### config.mk
export PLATFORM = sky130hd
export DESIGN_NAME = position_match_queue
export DESIGN_NICKNAME = d
export VERILOG_FILES = /design/src/logic/pmq_pkg.sv /design/src/logic/position_match_queue.sv
export VERILOG_INCLUDE_DIRS = /design/src /design/src/logic
export SDC_FILE = /design/constraint.sdc
export NUM_CORES = 1
export LEC_CHECK = 0
export BUFFER_PORTS_ARGS = -buffer_cell sky130_fd_sc_hd__buf_2
export CORE_MARGIN = 5
export CORE_UTILIZATION = 50
export DETAILED_ROUTE_END_ITERATION = 10
export PLACE_DENSITY = 0.66
export SYNTH_ARGS = -nofsm -noshare
export SYNTH_HDL_FRONTEND = slang
export SYNTH_SLANG_ARGS = --single-unit
### constraint.sdc
create_clock -name pclk -period 4.7 [get_ports pclk]
set_input_delay 0.47 -clock pclk [delete_from_list [all_inputs] [get_ports pclk]]
set_output_delay 0.47 -clock pclk [all_outputs]
set_load 0.005 [all_outputs]
### src/logic/pmq_params.svh
`ifndef PMQ_PARAMS_SVH
`define PMQ_PARAMS_SVH

// Register byte offsets
`define PMQ_CONTROL_ADDR 8'h00
`define PMQ_ENTRY_WRITE_ADDR 8'h04
`define PMQ_OLDEST_ENTRY_ADDR 8'h08
`define PMQ_MATCH_BIAS_ADDR 8'h0C
`define PMQ_FILL_LEVEL_ADDR 8'h10
`define PMQ_CAPACITY_LIMIT_ADDR 8'h14
`define PMQ_STATUS_ADDR 8'h18
`define PMQ_MATCH_TARGET_ADDR 8'h1C
`define PMQ_IRQ_STATUS_ADDR 8'h20
`define PMQ_IRQ_MASK_ADDR 8'h24

// Control register fields
`define PMQ_CTL_MATCH_ENABLE 0
`define PMQ_CTL_SOURCE_LO 1
`define PMQ_CTL_SOURCE_HI 2
`define PMQ_CTL_FLUSH_ALL 3
`define PMQ_CTL_POP 4

// Status register fields
`define PMQ_ST_NO_ENTRIES 0
`define PMQ_ST_FILL_REACHED 1
`define PMQ_ST_CAP_EXCEEDED 2
`define PMQ_ST_MATCH_EVENT 3
`define PMQ_ST_COUNT_LO 8

// Interrupt status and mask fields
`define PMQ_IRQ_WIDTH 4
`define PMQ_IRQ_MATCH 0
`define PMQ_IRQ_REFUSED 1
`define PMQ_IRQ_FILL 2
`define PMQ_IRQ_EMPTY 3

// Reset values
`define PMQ_FILL_LEVEL_RESET 8
`define PMQ_MATCH_BIAS_RESET 32'h0000_0000
`define PMQ_IRQ_MASK_RESET 4'h0

`endif

### src/logic/pmq_pkg.sv
package pmq_pkg;

   // Position source compared with the match target
   typedef enum logic [1:0] {
      src_motor_feedback,
      src_master_feedback,
      src_motor_command
   } pos_source_type;

endpackage : pmq_pkg

### src/logic/position_match_queue.sv
// Summary of operation
// - Holds up to capacity_limit entries; an attempt beyond flags overflow.
// - A write to entry_write appends the value with the current match_bias.
// - No value is appended while capacity_exceeded is set.
// - oldest_entry always shows the oldest stored entry.
// - match_target is the oldest entry plus its match_bias.
// - match_target changes only on first push into empty queue or a pop.
// - fill_threshold_reached is set while count is at or above fill_level.
// - fill_threshold_reached is a flag only, never stops or faults.
// - flush_all throws away every entry and leaves the queue empty.
// - With match_enable low the match event never sets.
// - With match_enable high and an entry held, source equal to match_target sets the event.
// - The match event stays set until a pop or a flush_all clears it.
// - no_entries_flag is set whenever the queue is empty.
// - no_entries_flag drops on first push and stays low until fully emptied.
// - A pop deletes the oldest stored entry.
// - Source is motor feedback, master feedback or motor command position.
// - capacity_exceeded is set when there is no room for another entry.
`timescale 1ns/10ps
`include "pmq_params.svh"

module position_match_queue #(
   parameter int DEPTH = 16,
   parameter int WIDTH = 32
) (
   input wire logic pclk,
   input wire logic presetn,
   input wire logic psel,
   input wire logic penable,
   input wire logic pwrite,
   input wire logic [31:0] paddr,
   input wire logic [31:0] pwdata,
   output logic [31:0] prdata,
   output logic pready,
   output logic pslverr,
   input wire logic [WIDTH-1:0] motor_feedback_pos,
   input wire logic [WIDTH-1:0] master_feedback_pos,
   input wire logic [WIDTH-1:0] motor_command_pos,
   output logic position_match_event,
   output logic no_entries_flag,
   output logic fill_threshold_reached,
   output logic capacity_exceeded,
   output logic irq
);

   localparam int AW = (DEPTH > 1) ? $clog2(DEPTH) : 1;
   localparam int CW = $clog2(DEPTH + 1);
   localparam logic [CW-1:0] DEPTH_C = CW'(DEPTH);
   localparam logic [AW-1:0] LAST_IDX = AW'(DEPTH - 1);

   logic [WIDTH-1:0] entry_mem [DEPTH];
   logic [WIDTH-1:0] target_mem [DEPTH];
   logic [AW-1:0] head;
   logic [AW-1:0] tail;
   logic [CW-1:0] count;
   logic [CW-1:0] next_count;
   logic [CW-1:0] capacity_limit;
   logic [CW-1:0] fill_level;
   logic [WIDTH-1:0] match_bias;
   logic [WIDTH-1:0] match_target;
   logic match_enable;
   pmq_pkg::pos_source_type source_sel;
   logic [WIDTH-1:0] source_value;
   logic [`PMQ_IRQ_WIDTH-1:0] irq_status;
   logic [`PMQ_IRQ_WIDTH-1:0] irq_mask;
   logic [`PMQ_IRQ_WIDTH-1:0] irq_events;

   logic setup;
   logic access;
   logic wr_en;
   logic addr_ok;
   logic [31:0] rd_value;
   logic push_req;
   logic push_ok;
   logic pop_ok;
   logic pop_req;
   logic flush_req;
   logic [AW-1:0] head_next_idx;
   logic [AW-1:0] tail_next_idx;
   logic no_room;

   // APB decode
   assign setup = psel & ~penable;
   assign access = psel & penable & pready;
   assign wr_en = access & pwrite & ~pslverr;

   always_comb begin
      addr_ok = 1'b1;
      rd_value = 32'h0000_0000;
      case (paddr[7:0])
         `PMQ_CONTROL_ADDR: begin
            rd_value[`PMQ_CTL_MATCH_ENABLE] = match_enable;
            rd_value[`PMQ_CTL_SOURCE_HI:`PMQ_CTL_SOURCE_LO] = source_sel;
         end
         `PMQ_ENTRY_WRITE_ADDR: rd_value = 32'h0000_0000;
         `PMQ_OLDEST_ENTRY_ADDR: rd_value[WIDTH-1:0] = entry_mem[head];
         `PMQ_MATCH_BIAS_ADDR: rd_value[WIDTH-1:0] = match_bias;
         `PMQ_FILL_LEVEL_ADDR: rd_value[CW-1:0] = fill_level;
         `PMQ_CAPACITY_LIMIT_ADDR: rd_value[CW-1:0] = capacity_limit;
         `PMQ_STATUS_ADDR: begin
            rd_value[`PMQ_ST_NO_ENTRIES] = no_entries_flag;
            rd_value[`PMQ_ST_FILL_REACHED] = fill_threshold_reached;
            rd_value[`PMQ_ST_CAP_EXCEEDED] = capacity_exceeded;
            rd_value[`PMQ_ST_MATCH_EVENT] = position_match_event;
            rd_value[`PMQ_ST_COUNT_LO +: CW] = count;
         end
         `PMQ_MATCH_TARGET_ADDR: rd_value[WIDTH-1:0] = match_target;
         `PMQ_IRQ_STATUS_ADDR: begin
            rd_value[`PMQ_IRQ_WIDTH-1:0] = irq_status;
         end
         `PMQ_IRQ_MASK_ADDR: rd_value[`PMQ_IRQ_WIDTH-1:0] = irq_mask;
         default: addr_ok = 1'b0;
      endcase
      if (paddr[31:8] != 24'h00_0000) begin
         addr_ok = 1'b0;
         rd_value = 32'h0000_0000;
      end
   end

   // One wait-free access phase: answer is prepared during setup
   always_ff @(posedge pclk or negedge presetn) begin
      if (!presetn) begin
         pready <= 1'b0;
         pslverr <= 1'b0;
         prdata <= 32'h0000_0000;
      end else if (setup) begin
         pready <= 1'b1;
         pslverr <= ~addr_ok;
         prdata <= pwrite ? 32'h0000_0000 : rd_value;
      end else begin
         pready <= 1'b0;
         pslverr <= 1'b0;
      end
   end

   // Software controls
   always_ff @(posedge pclk or negedge presetn) begin
      if (!presetn) begin
         match_enable <= 1'b0;
         source_sel <= pmq_pkg::src_motor_feedback;
         match_bias <= WIDTH'(`PMQ_MATCH_BIAS_RESET);
         fill_level <= CW'(`PMQ_FILL_LEVEL_RESET);
         capacity_limit <= DEPTH_C;
         irq_mask <= `PMQ_IRQ_MASK_RESET;
      end else if (wr_en) begin
         case (paddr[7:0])
            `PMQ_CONTROL_ADDR: begin
               match_enable <= pwdata[`PMQ_CTL_MATCH_ENABLE];
               case (pwdata[`PMQ_CTL_SOURCE_HI:`PMQ_CTL_SOURCE_LO])
                  2'h1: source_sel <= pmq_pkg::src_master_feedback;
                  2'h2: source_sel <= pmq_pkg::src_motor_command;
                  default: source_sel <= pmq_pkg::src_motor_feedback;
               endcase
            end
            `PMQ_MATCH_BIAS_ADDR: match_bias <= pwdata[WIDTH-1:0];
            `PMQ_FILL_LEVEL_ADDR: fill_level <= pwdata[CW-1:0];
            `PMQ_CAPACITY_LIMIT_ADDR: begin
               // Never more than the storage that exists
               if (pwdata > 32'(DEPTH)) begin
                  capacity_limit <= DEPTH_C;
               end else begin
                  capacity_limit <= pwdata[CW-1:0];
               end
            end
            `PMQ_IRQ_MASK_ADDR: begin
               irq_mask <= pwdata[`PMQ_IRQ_WIDTH-1:0];
            end
            default: ;
         endcase
      end
   end

   // Queue commands
   assign push_req = wr_en && (paddr[7:0] == `PMQ_ENTRY_WRITE_ADDR);
   assign flush_req = wr_en && (paddr[7:0] == `PMQ_CONTROL_ADDR) &&
                      pwdata[`PMQ_CTL_FLUSH_ALL];
   assign pop_req = wr_en && (paddr[7:0] == `PMQ_CONTROL_ADDR) &&
                    pwdata[`PMQ_CTL_POP];
   assign no_room = (count >= capacity_limit);
   assign push_ok = push_req & ~no_room;
   assign pop_ok = pop_req & ~flush_req & (count != '0);
   assign head_next_idx = (head == LAST_IDX) ? '0 : head + 1'b1;
   assign tail_next_idx = (tail == LAST_IDX) ? '0 : tail + 1'b1;

   always_comb begin
      next_count = count;
      if (flush_req) begin
         next_count = '0;
      end else if (push_ok) begin
         next_count = count + 1'b1;
      end else if (pop_ok) begin
         next_count = count - 1'b1;
      end
   end

   always_ff @(posedge pclk) begin
      if (push_ok) begin
         entry_mem[tail] <= pwdata[WIDTH-1:0];
         target_mem[tail] <= pwdata[WIDTH-1:0] + match_bias;
      end
   end

   always_ff @(posedge pclk or negedge presetn) begin
      if (!presetn) begin
         head <= '0;
         tail <= '0;
         count <= '0;
      end else begin
         count <= next_count;
         if (flush_req) begin
            head <= '0;
            tail <= '0;
         end else begin
            if (push_ok) begin
               tail <= tail_next_idx;
            end
            if (pop_ok) begin
               head <= head_next_idx;
            end
         end
      end
   end

   always_ff @(posedge pclk or negedge presetn) begin
      if (!presetn) begin
         match_target <= '0;
      end else if (!flush_req) begin
         if (push_ok && count == '0) begin
            match_target <= pwdata[WIDTH-1:0] + match_bias;
         end else if (pop_ok && count > CW'(1)) begin
            match_target <= target_mem[head_next_idx];
         end
      end
   end

   always_comb begin
      case (source_sel)
         pmq_pkg::src_master_feedback: source_value = master_feedback_pos;
         pmq_pkg::src_motor_command: source_value = motor_command_pos;
         default: source_value = motor_feedback_pos;
      endcase
   end

   // Compare is only meaningful while an entry is held
   always_ff @(posedge pclk or negedge presetn) begin
      if (!presetn) begin
         position_match_event <= 1'b0;
      end else if (pop_req || flush_req) begin
         position_match_event <= 1'b0;
      end else if (match_enable && count != '0 &&
                   source_value == match_target) begin
         position_match_event <= 1'b1;
      end
   end

   // Flags follow the count as it leaves this edge
   always_ff @(posedge pclk or negedge presetn) begin
      if (!presetn) begin
         no_entries_flag <= 1'b1;
         fill_threshold_reached <= 1'b0;
         capacity_exceeded <= 1'b0;
      end else begin
         no_entries_flag <= (next_count == '0);
         fill_threshold_reached <= (next_count >= fill_level);
         capacity_exceeded <= (next_count >= capacity_limit);
      end
   end

   // Interrupt events: rising flags and refused appends
   always_comb begin
      irq_events = '0;
      irq_events[`PMQ_IRQ_MATCH] = ~position_match_event &&
         !(pop_req || flush_req) && match_enable && count != '0 &&
         source_value == match_target;
      irq_events[`PMQ_IRQ_REFUSED] = push_req & no_room;
      irq_events[`PMQ_IRQ_FILL] = ~fill_threshold_reached &&
         (next_count >= fill_level);
      irq_events[`PMQ_IRQ_EMPTY] = ~no_entries_flag && (next_count == '0);
   end

   // Set wins over a write-one-to-clear in the same cycle
   always_ff @(posedge pclk or negedge presetn) begin
      if (!presetn) begin
         irq_status <= '0;
      end else if (wr_en && paddr[7:0] == `PMQ_IRQ_STATUS_ADDR) begin
         irq_status <= (irq_status & ~pwdata[`PMQ_IRQ_WIDTH-1:0]) |
                       irq_events;
      end else begin
         irq_status <= irq_status | irq_events;
      end
   end

   always_ff @(posedge pclk or negedge presetn) begin
      if (!presetn) begin
         irq <= 1'b0;
      end else begin
         irq <= |((irq_status | irq_events) & irq_mask);
      end
   end

endmodule : position_match_queue

==> After elaboration in Yosys (flattened, before gate mapping) <==
Memories as Yosys holds them, arrays and structs flattened.
Cells that the tools add are included.
{ "word_totals": {"mem_bits_rw": 1024, "ff_bits": 137, "n_memories": 2, "inputBits": 165, "output_inout_bits": 39, "word_cells": 134} }
{ "op_classes": {"mux": 31, "reduce_logical": 34, "bitwise": 22, "order_cmp": 5, "n_addsub": 5, "eq_ne": 16} }
{ "memory_table": {"columns": ["name", "depth", "width", "read_ports", "rd_ports_with_merged_regs", "wr", "line_no", "rtl"], "rows": [
  ["entry_mem", 16, 32, 1, 0, 1, "position_match_queue.sv:51", "logic [WIDTH-1:0] entry_mem [DEPTH];"],
  ["target_mem", 16, 32, 1, 0, 1, "position_match_queue.sv:52", "logic [WIDTH-1:0] target_mem [DEPTH];"]
]} }
{ "op_table": {"columns": ["cell", "n"], "rows": [
  ["32-bit 2-to-1 mux", 4],
  ["32-bit one-hot mux with 2 select lines", 1],
  ["19-bit one-hot mux with 3 select lines", 1],
  ["32-bit adder", 1],
  ["32-bit equality test", 1],
  ["8-bit by 5-bit equality test with 1-bit output, second input constant", 4],
  ["32-bit by 5-bit > comparator with 1-bit output, second input constant", 1],
  ["4-bit 2-to-1 mux", 7],
  ["3-bit one-hot mux with 9 select lines", 1],
  ["24-bit nonzero test", 1],
  ["5-bit 2-to-1 mux", 4],
  ["5-bit one-hot mux with 4 select lines", 1],
  ["8-bit by 4-bit equality test with 1-bit output, second input constant", 2],
  ["8-bit by 6-bit equality test with 1-bit output, second input constant", 2],
  ["5-bit greater-or-equal comparator", 3],
  ["1-bit logical AND", 15],
  ["2-bit AND reduction", 6],
  ["5-bit logical NOT", 2],
  ["10-bit OR reduction", 1],
  ["1-bit AND", 9],
  ["3-bit one-hot mux with 3 select lines", 1],
  ["4-bit by 1-bit adder with 4-bit output, second input constant", 2],
  ["4-bit AND", 2],
  ["4-bit equality test, second input constant", 2],
  ["19 further kinds", 39]
]} }

==> Logic depth before layout (Yosys ltp) <==
{ "depth": {"word_depth": 17, "ltp_mapped": 18, "mapped_depth_nobuf": 18} }

==> Worst setup path before layout <==
OpenSTA, ideal clock, no wires.
{ "synth_path": {"kind": "input to register", "start": "input pwdata[14]", "end": "memory target_mem[0][31], data pin", "cell_stages": 10, "t_arrival_ps": 3856, "setup_ps": 489, "path_slack_ps": 355, "path_cell_list": "ha_1 clkbuf_1 a21oi_1 o21ai_0 a211oi_1 o31a_1 o21ai_0 a221o_1 and4_1 a2111oi_0"} }
{ "synth_via": {"elab_chain_cells": 1} }
{ "synth_rtl": {"columns": ["element", "line_no", "rtl"], "rows": [
  ["from (decl)", "position_match_queue.sv:32", "input wire logic [31:0] pwdata,"],
  ["32-bit adder", "position_match_queue.sv:199", "target_mem[tail] <= pwdata[WIDTH-1:0] + match_bias;"],
  ["to (decl)", "position_match_queue.sv:52", null]
]} }
No other way between the ends.

==> Worst setup path after layout <==
{ "layout_path": {"start": "register match_bias[0]", "end": "memory target_mem[15][30], data pin"} }
{ "layout_via": {"elab_chain_cells": 1} }
{ "layout_rtl": {"columns": ["element", "line_no", "rtl"], "rows": [
  ["from (decl)", "position_match_queue.sv:59", "logic [WIDTH-1:0] match_bias;"],
  ["from (signal assigned)", "position_match_queue.sv:141", "match_bias <= WIDTH'(`PMQ_MATCH_BIAS_RESET);"],
  ["from (signal assigned)", "position_match_queue.sv:155", "`PMQ_MATCH_BIAS_ADDR: match_bias <= pwdata[WIDTH-1:0];"],
  ["32-bit adder", "position_match_queue.sv:199", null]
]} }
No other way between the ends.

==> run metrics <==
skew final=0.0336 ns; post-synthesis register bit count=1161; number of global-route vias before repair=27600; fraction of registers with async set/reset=0.118; post-synthesis sequential area ratio=0.711; hold_sp=pwdata[1]; largest net degree at the start of global routing=111; Final Cycle Share=0.908; post-synthesis cell type count=71; Initial Util=0.505; Switching Power=4950 uW; Synth Cell Area=48100 sq um; Num CTS Buffers=112; Final nets=3101; Std-Cell Rows=113; total wire length=138 mm; share of post-route cells with drive strength above 1=0.305; Area growth syn-to-layout=15.2%; Avg Inst Size Synth=18.8 sq um; Die Span Y=320 microns; cts hold-fix bufs=1; Die Wd=320 microns; LEAKAGE=0.0189 uW; actual slew at the worst max-slew pin=1.17 ns; RR Startpoint=match_bias[0]$_DFFE_PN0P_; Ys Warns=0; Post CTS Setup Buffer Count=0; Logic pwr share=0.097; die area=103000 sq um; drt initial violations=3530; Detailed Routing Iterations Pass 1=6; Setup Viol. Count Final=0; CTS tree=yes; startpoint types=flip-flop; Hold Path Sink=entry_mem[3][1]$_DFFE_PP_; Syn Inst Count=2558; Tot Pwr=22600 uW; cells on worst reg2reg path=11; Worst Hold Path Cells=1; fmax=0.234 GHz; Port Buffers=203; routability cong.=0.905; first-pass GRT wire length=198 mm; critical path arrival=4.56 ns; P_int=17700 uW; root buf cell=clkbuf_16; clock network fraction of total power=0.404; clock latency on the worst-skew pair=0.69 ns; H-tree levels=3; Worst Hold Class=in2reg; core area=95300 sq um; CTS resizes=0; Post-route DRC=0; unrepaired setup endpoints after global routing=no; Synth Flop Type=edfxtp_1; DR vias/cell=6.46; DR WL/cell=32.6 microns; initial antenna violation count=10; crit path max fanout=16; post-layout min period=4.27 ns; Power Density=408 nW/um^2; clock-pin slew on the worst setup and hold paths=0.07 ns; CTS Sinks=1161; Max clock buf depth=3; flop2flop setup slack=0.43 ns; Routed Antenna Nets=0; Synth Net Count=2781; Setup CP Type=reg2reg; Post-DP HPWL=86.2 mm; global route overflow=0; CP Data Required Time=5.00 ns; worst vdd ir=0.316 mV; Tot GR Track Use=0.267; io pins=204; status=completed; Final Hold Vio Count=0; Sw Ratio=0.219; post-route setup TNS=0 ns; FF-to-FF End=target_mem[15][30]$_DFFE_PP_; Seq pwr share=0.498; Slew Limit Fails=0; vias=27400; Crit. End Element=flip-flop; relative slew slack=0.217; Max Cap Viol=0; EDFF count, synth=1024
-- metrics by stage --
| stage | cell area, sq um | cells | worst slack (ns) | hold slack [ns] | util |
|---|---|---|---|---|---|
| 2_1_floorplan | 48100 | 2558 | 0.355 | 0.174 | - |
| 3_3_place_gp | 51700 | 4028 | 0.524 | 0.444 | 0.542 |
| 3_5_place_dp | 51700 | 4028 | 0.365 | 0.443 | 0.542 |
| 4_1_cts | 55400 | 4239 | 0.439 | 0.0224 | 0.582 |
| 5_1_grt | 55400 | 4242 | 0.162 | 0.0409 | 0.582 |
| 6_report | 55400 | 4244 | 0.434 | 0.0613 | 0.582 |
-- placed cells by master (no fill, tap or decap), drive strengths merged, types with 11 or more instances in the layout --
cell / n
clkinvlp: 11
nor2: 61
and3: 11
a21oi: 99
clkinv: 31
a222oi: 13
bufinv: 12
nor4: 15
ha: 57
nand2b: 11
nor3: 25
xor2: 14
mux2: 35
buf: 334
and2: 26
clkbuf: 151
dfrtp: 134
nand2: 119
a211oi: 16
inv: 44
o21ai: 91
nand4: 17
a21o: 17
a22oi: 50
mux4: 318
xnor2: 52
edfxtp: 1024
a22o: 25
nand3: 47
-- registers in the layout, summed over array words and instances, names as in the netlist, 2 cells and up --
name            cells
source_sel          2
irq_mask            4
irq_status          4
entry_mem         512
tail                4
match_target       32
target_mem        512
prdata             32
count               5
capacity_limit      5
match_bias         32
head                4
fill_level          5
-- worst max-delay path by stage --
stage | startpoint | endpoint | depth (start not counted)
floorplan | pwdata[14] | target_mem[0][31]$_DFFE_PP_ | 10
global placement | source_sel[1]$_DFFE_PN0N_ | irq$_DFF_PN0_ | 11
CTS | source_sel[1]$_DFFE_PN0N_ | irq$_DFF_PN0_ | 11
finish | match_bias[0]$_DFFE_PN0P_ | target_mem[15][30]$_DFFE_PP_ | 11
detailed placement | pwdata[0] | target_mem[10][30]$_DFFE_PP_ | 12
global route | match_bias[0]$_DFFE_PN0P_ | target_mem[15][30]$_DFFE_PP_ | 11
-- cells in the mapped netlist, drive strengths merged, types with 4 or more instances --
master / n / share of area
mux2i: 6 / 0.0012
inv: 39 / 0.0030
o21bai: 7 / 0.0011
a21oi: 99 / 0.010
a31oi: 8 / 0.0010
buf: 31 / 0.0027
a211oi: 16 / 0.0025
nor3: 25 / 0.0027
a22o: 25 / 0.0046
nand3: 47 / 0.0049
a21o: 17 / 0.0027
mux2: 35 / 0.0082
o21ai: 91 / 0.0095
nor2b: 8 / 0.0010
nor4: 15 / 0.0026
o31ai: 4 / 0.00062
clkbuf: 98 / 0.0077
xnor2: 52 / 0.0095
edfxtp: 1024 / 0.64
xor2: 14 / 0.0025
nand2b: 11 / 0.0014
nand4: 17 / 0.0023
dfrtp: 134 / 0.070
o21a: 8 / 0.0012
and2: 26 / 0.0034
nor2: 61 / 0.0048
and3: 11 / 0.0014
nand2: 119 / 0.0093
a2bb2oi: 7 / 0.0013
or3: 5 / 0.00065
mux4: 318 / 0.15
a222oi: 13 / 0.0027
o211ai: 5 / 0.00078
ha: 57 / 0.015
a2111oi: 4 / 0.00073
a22oi: 50 / 0.0078
o22ai: 4 / 0.00052
-- kinds of logic after synthesis --
| group | share of synthesized area |
|---|---|
| multiplexers | 0.158 |
| AND/OR/NAND/NOR | 0.0368 |
| XOR/XNOR | 0.0120 |
| flip-flops | 0.711 |
| buffers and inverters | 0.0134 |
| AO/OA/AOI/OAI | 0.0536 |
| adder cells (fa/ha/maj) | 0.0152 |
-- worst max-delay path, cell delays in order, from the launching register on --
cell and delay, ns:
dfrtp_1 0.41, ha_1 0.22, inv_1 0.07, fa_1 0.41, nand2b_1 0.19, a21oi_1 0.26, o22ai_1 0.26, o31ai_1 0.42
a31o_2 0.25, a41o_1 0.33, a31oi_1 0.14, xnor2_1 0.92
-- power groups by stage --
stage | Combinational [uW] | Clock, uW | Sequential [uW]
after floorplan | 1550 | 0 | 11500
after global placement | 2190 | 0 | 11500
after detailed placement | 2220 | 0 | 11500
after CTS | 2230 | 9270 | 11300
after global routing | 2350 | 9720 | 11300
final | 2200 | 9140 | 11300
-- metal layers --
| metal | vias to the layer above | routed length (microns) | part of all wire | track usage |
|---|---|---|---|---|
| li1 | 11200 | - | - | - |
| met1 | 14500 | 54100 | 0.39 | 0.382 |
| met2 | 1543 | 66200 | 0.48 | 0.426 |
| met3 | 214 | 14300 | 0.10 | 0.0590 |
| met4 | 2 | 3580 | 0.026 | 0.0705 |
| met5 | - | 10 | 0.000072 | 0 |
-- final cells by class --
class,count,area [sq um]
flip-flops and latches,1161,34200
diodes,5,12.5
multi-input cells,1229,13400
clock inverters,59,644
clock buffers,151,3090
inverters,39,146
fillers,7052,39900
well taps,1265,1580
repair buffers,335,2340
Power figures use the tool's default switching activity.
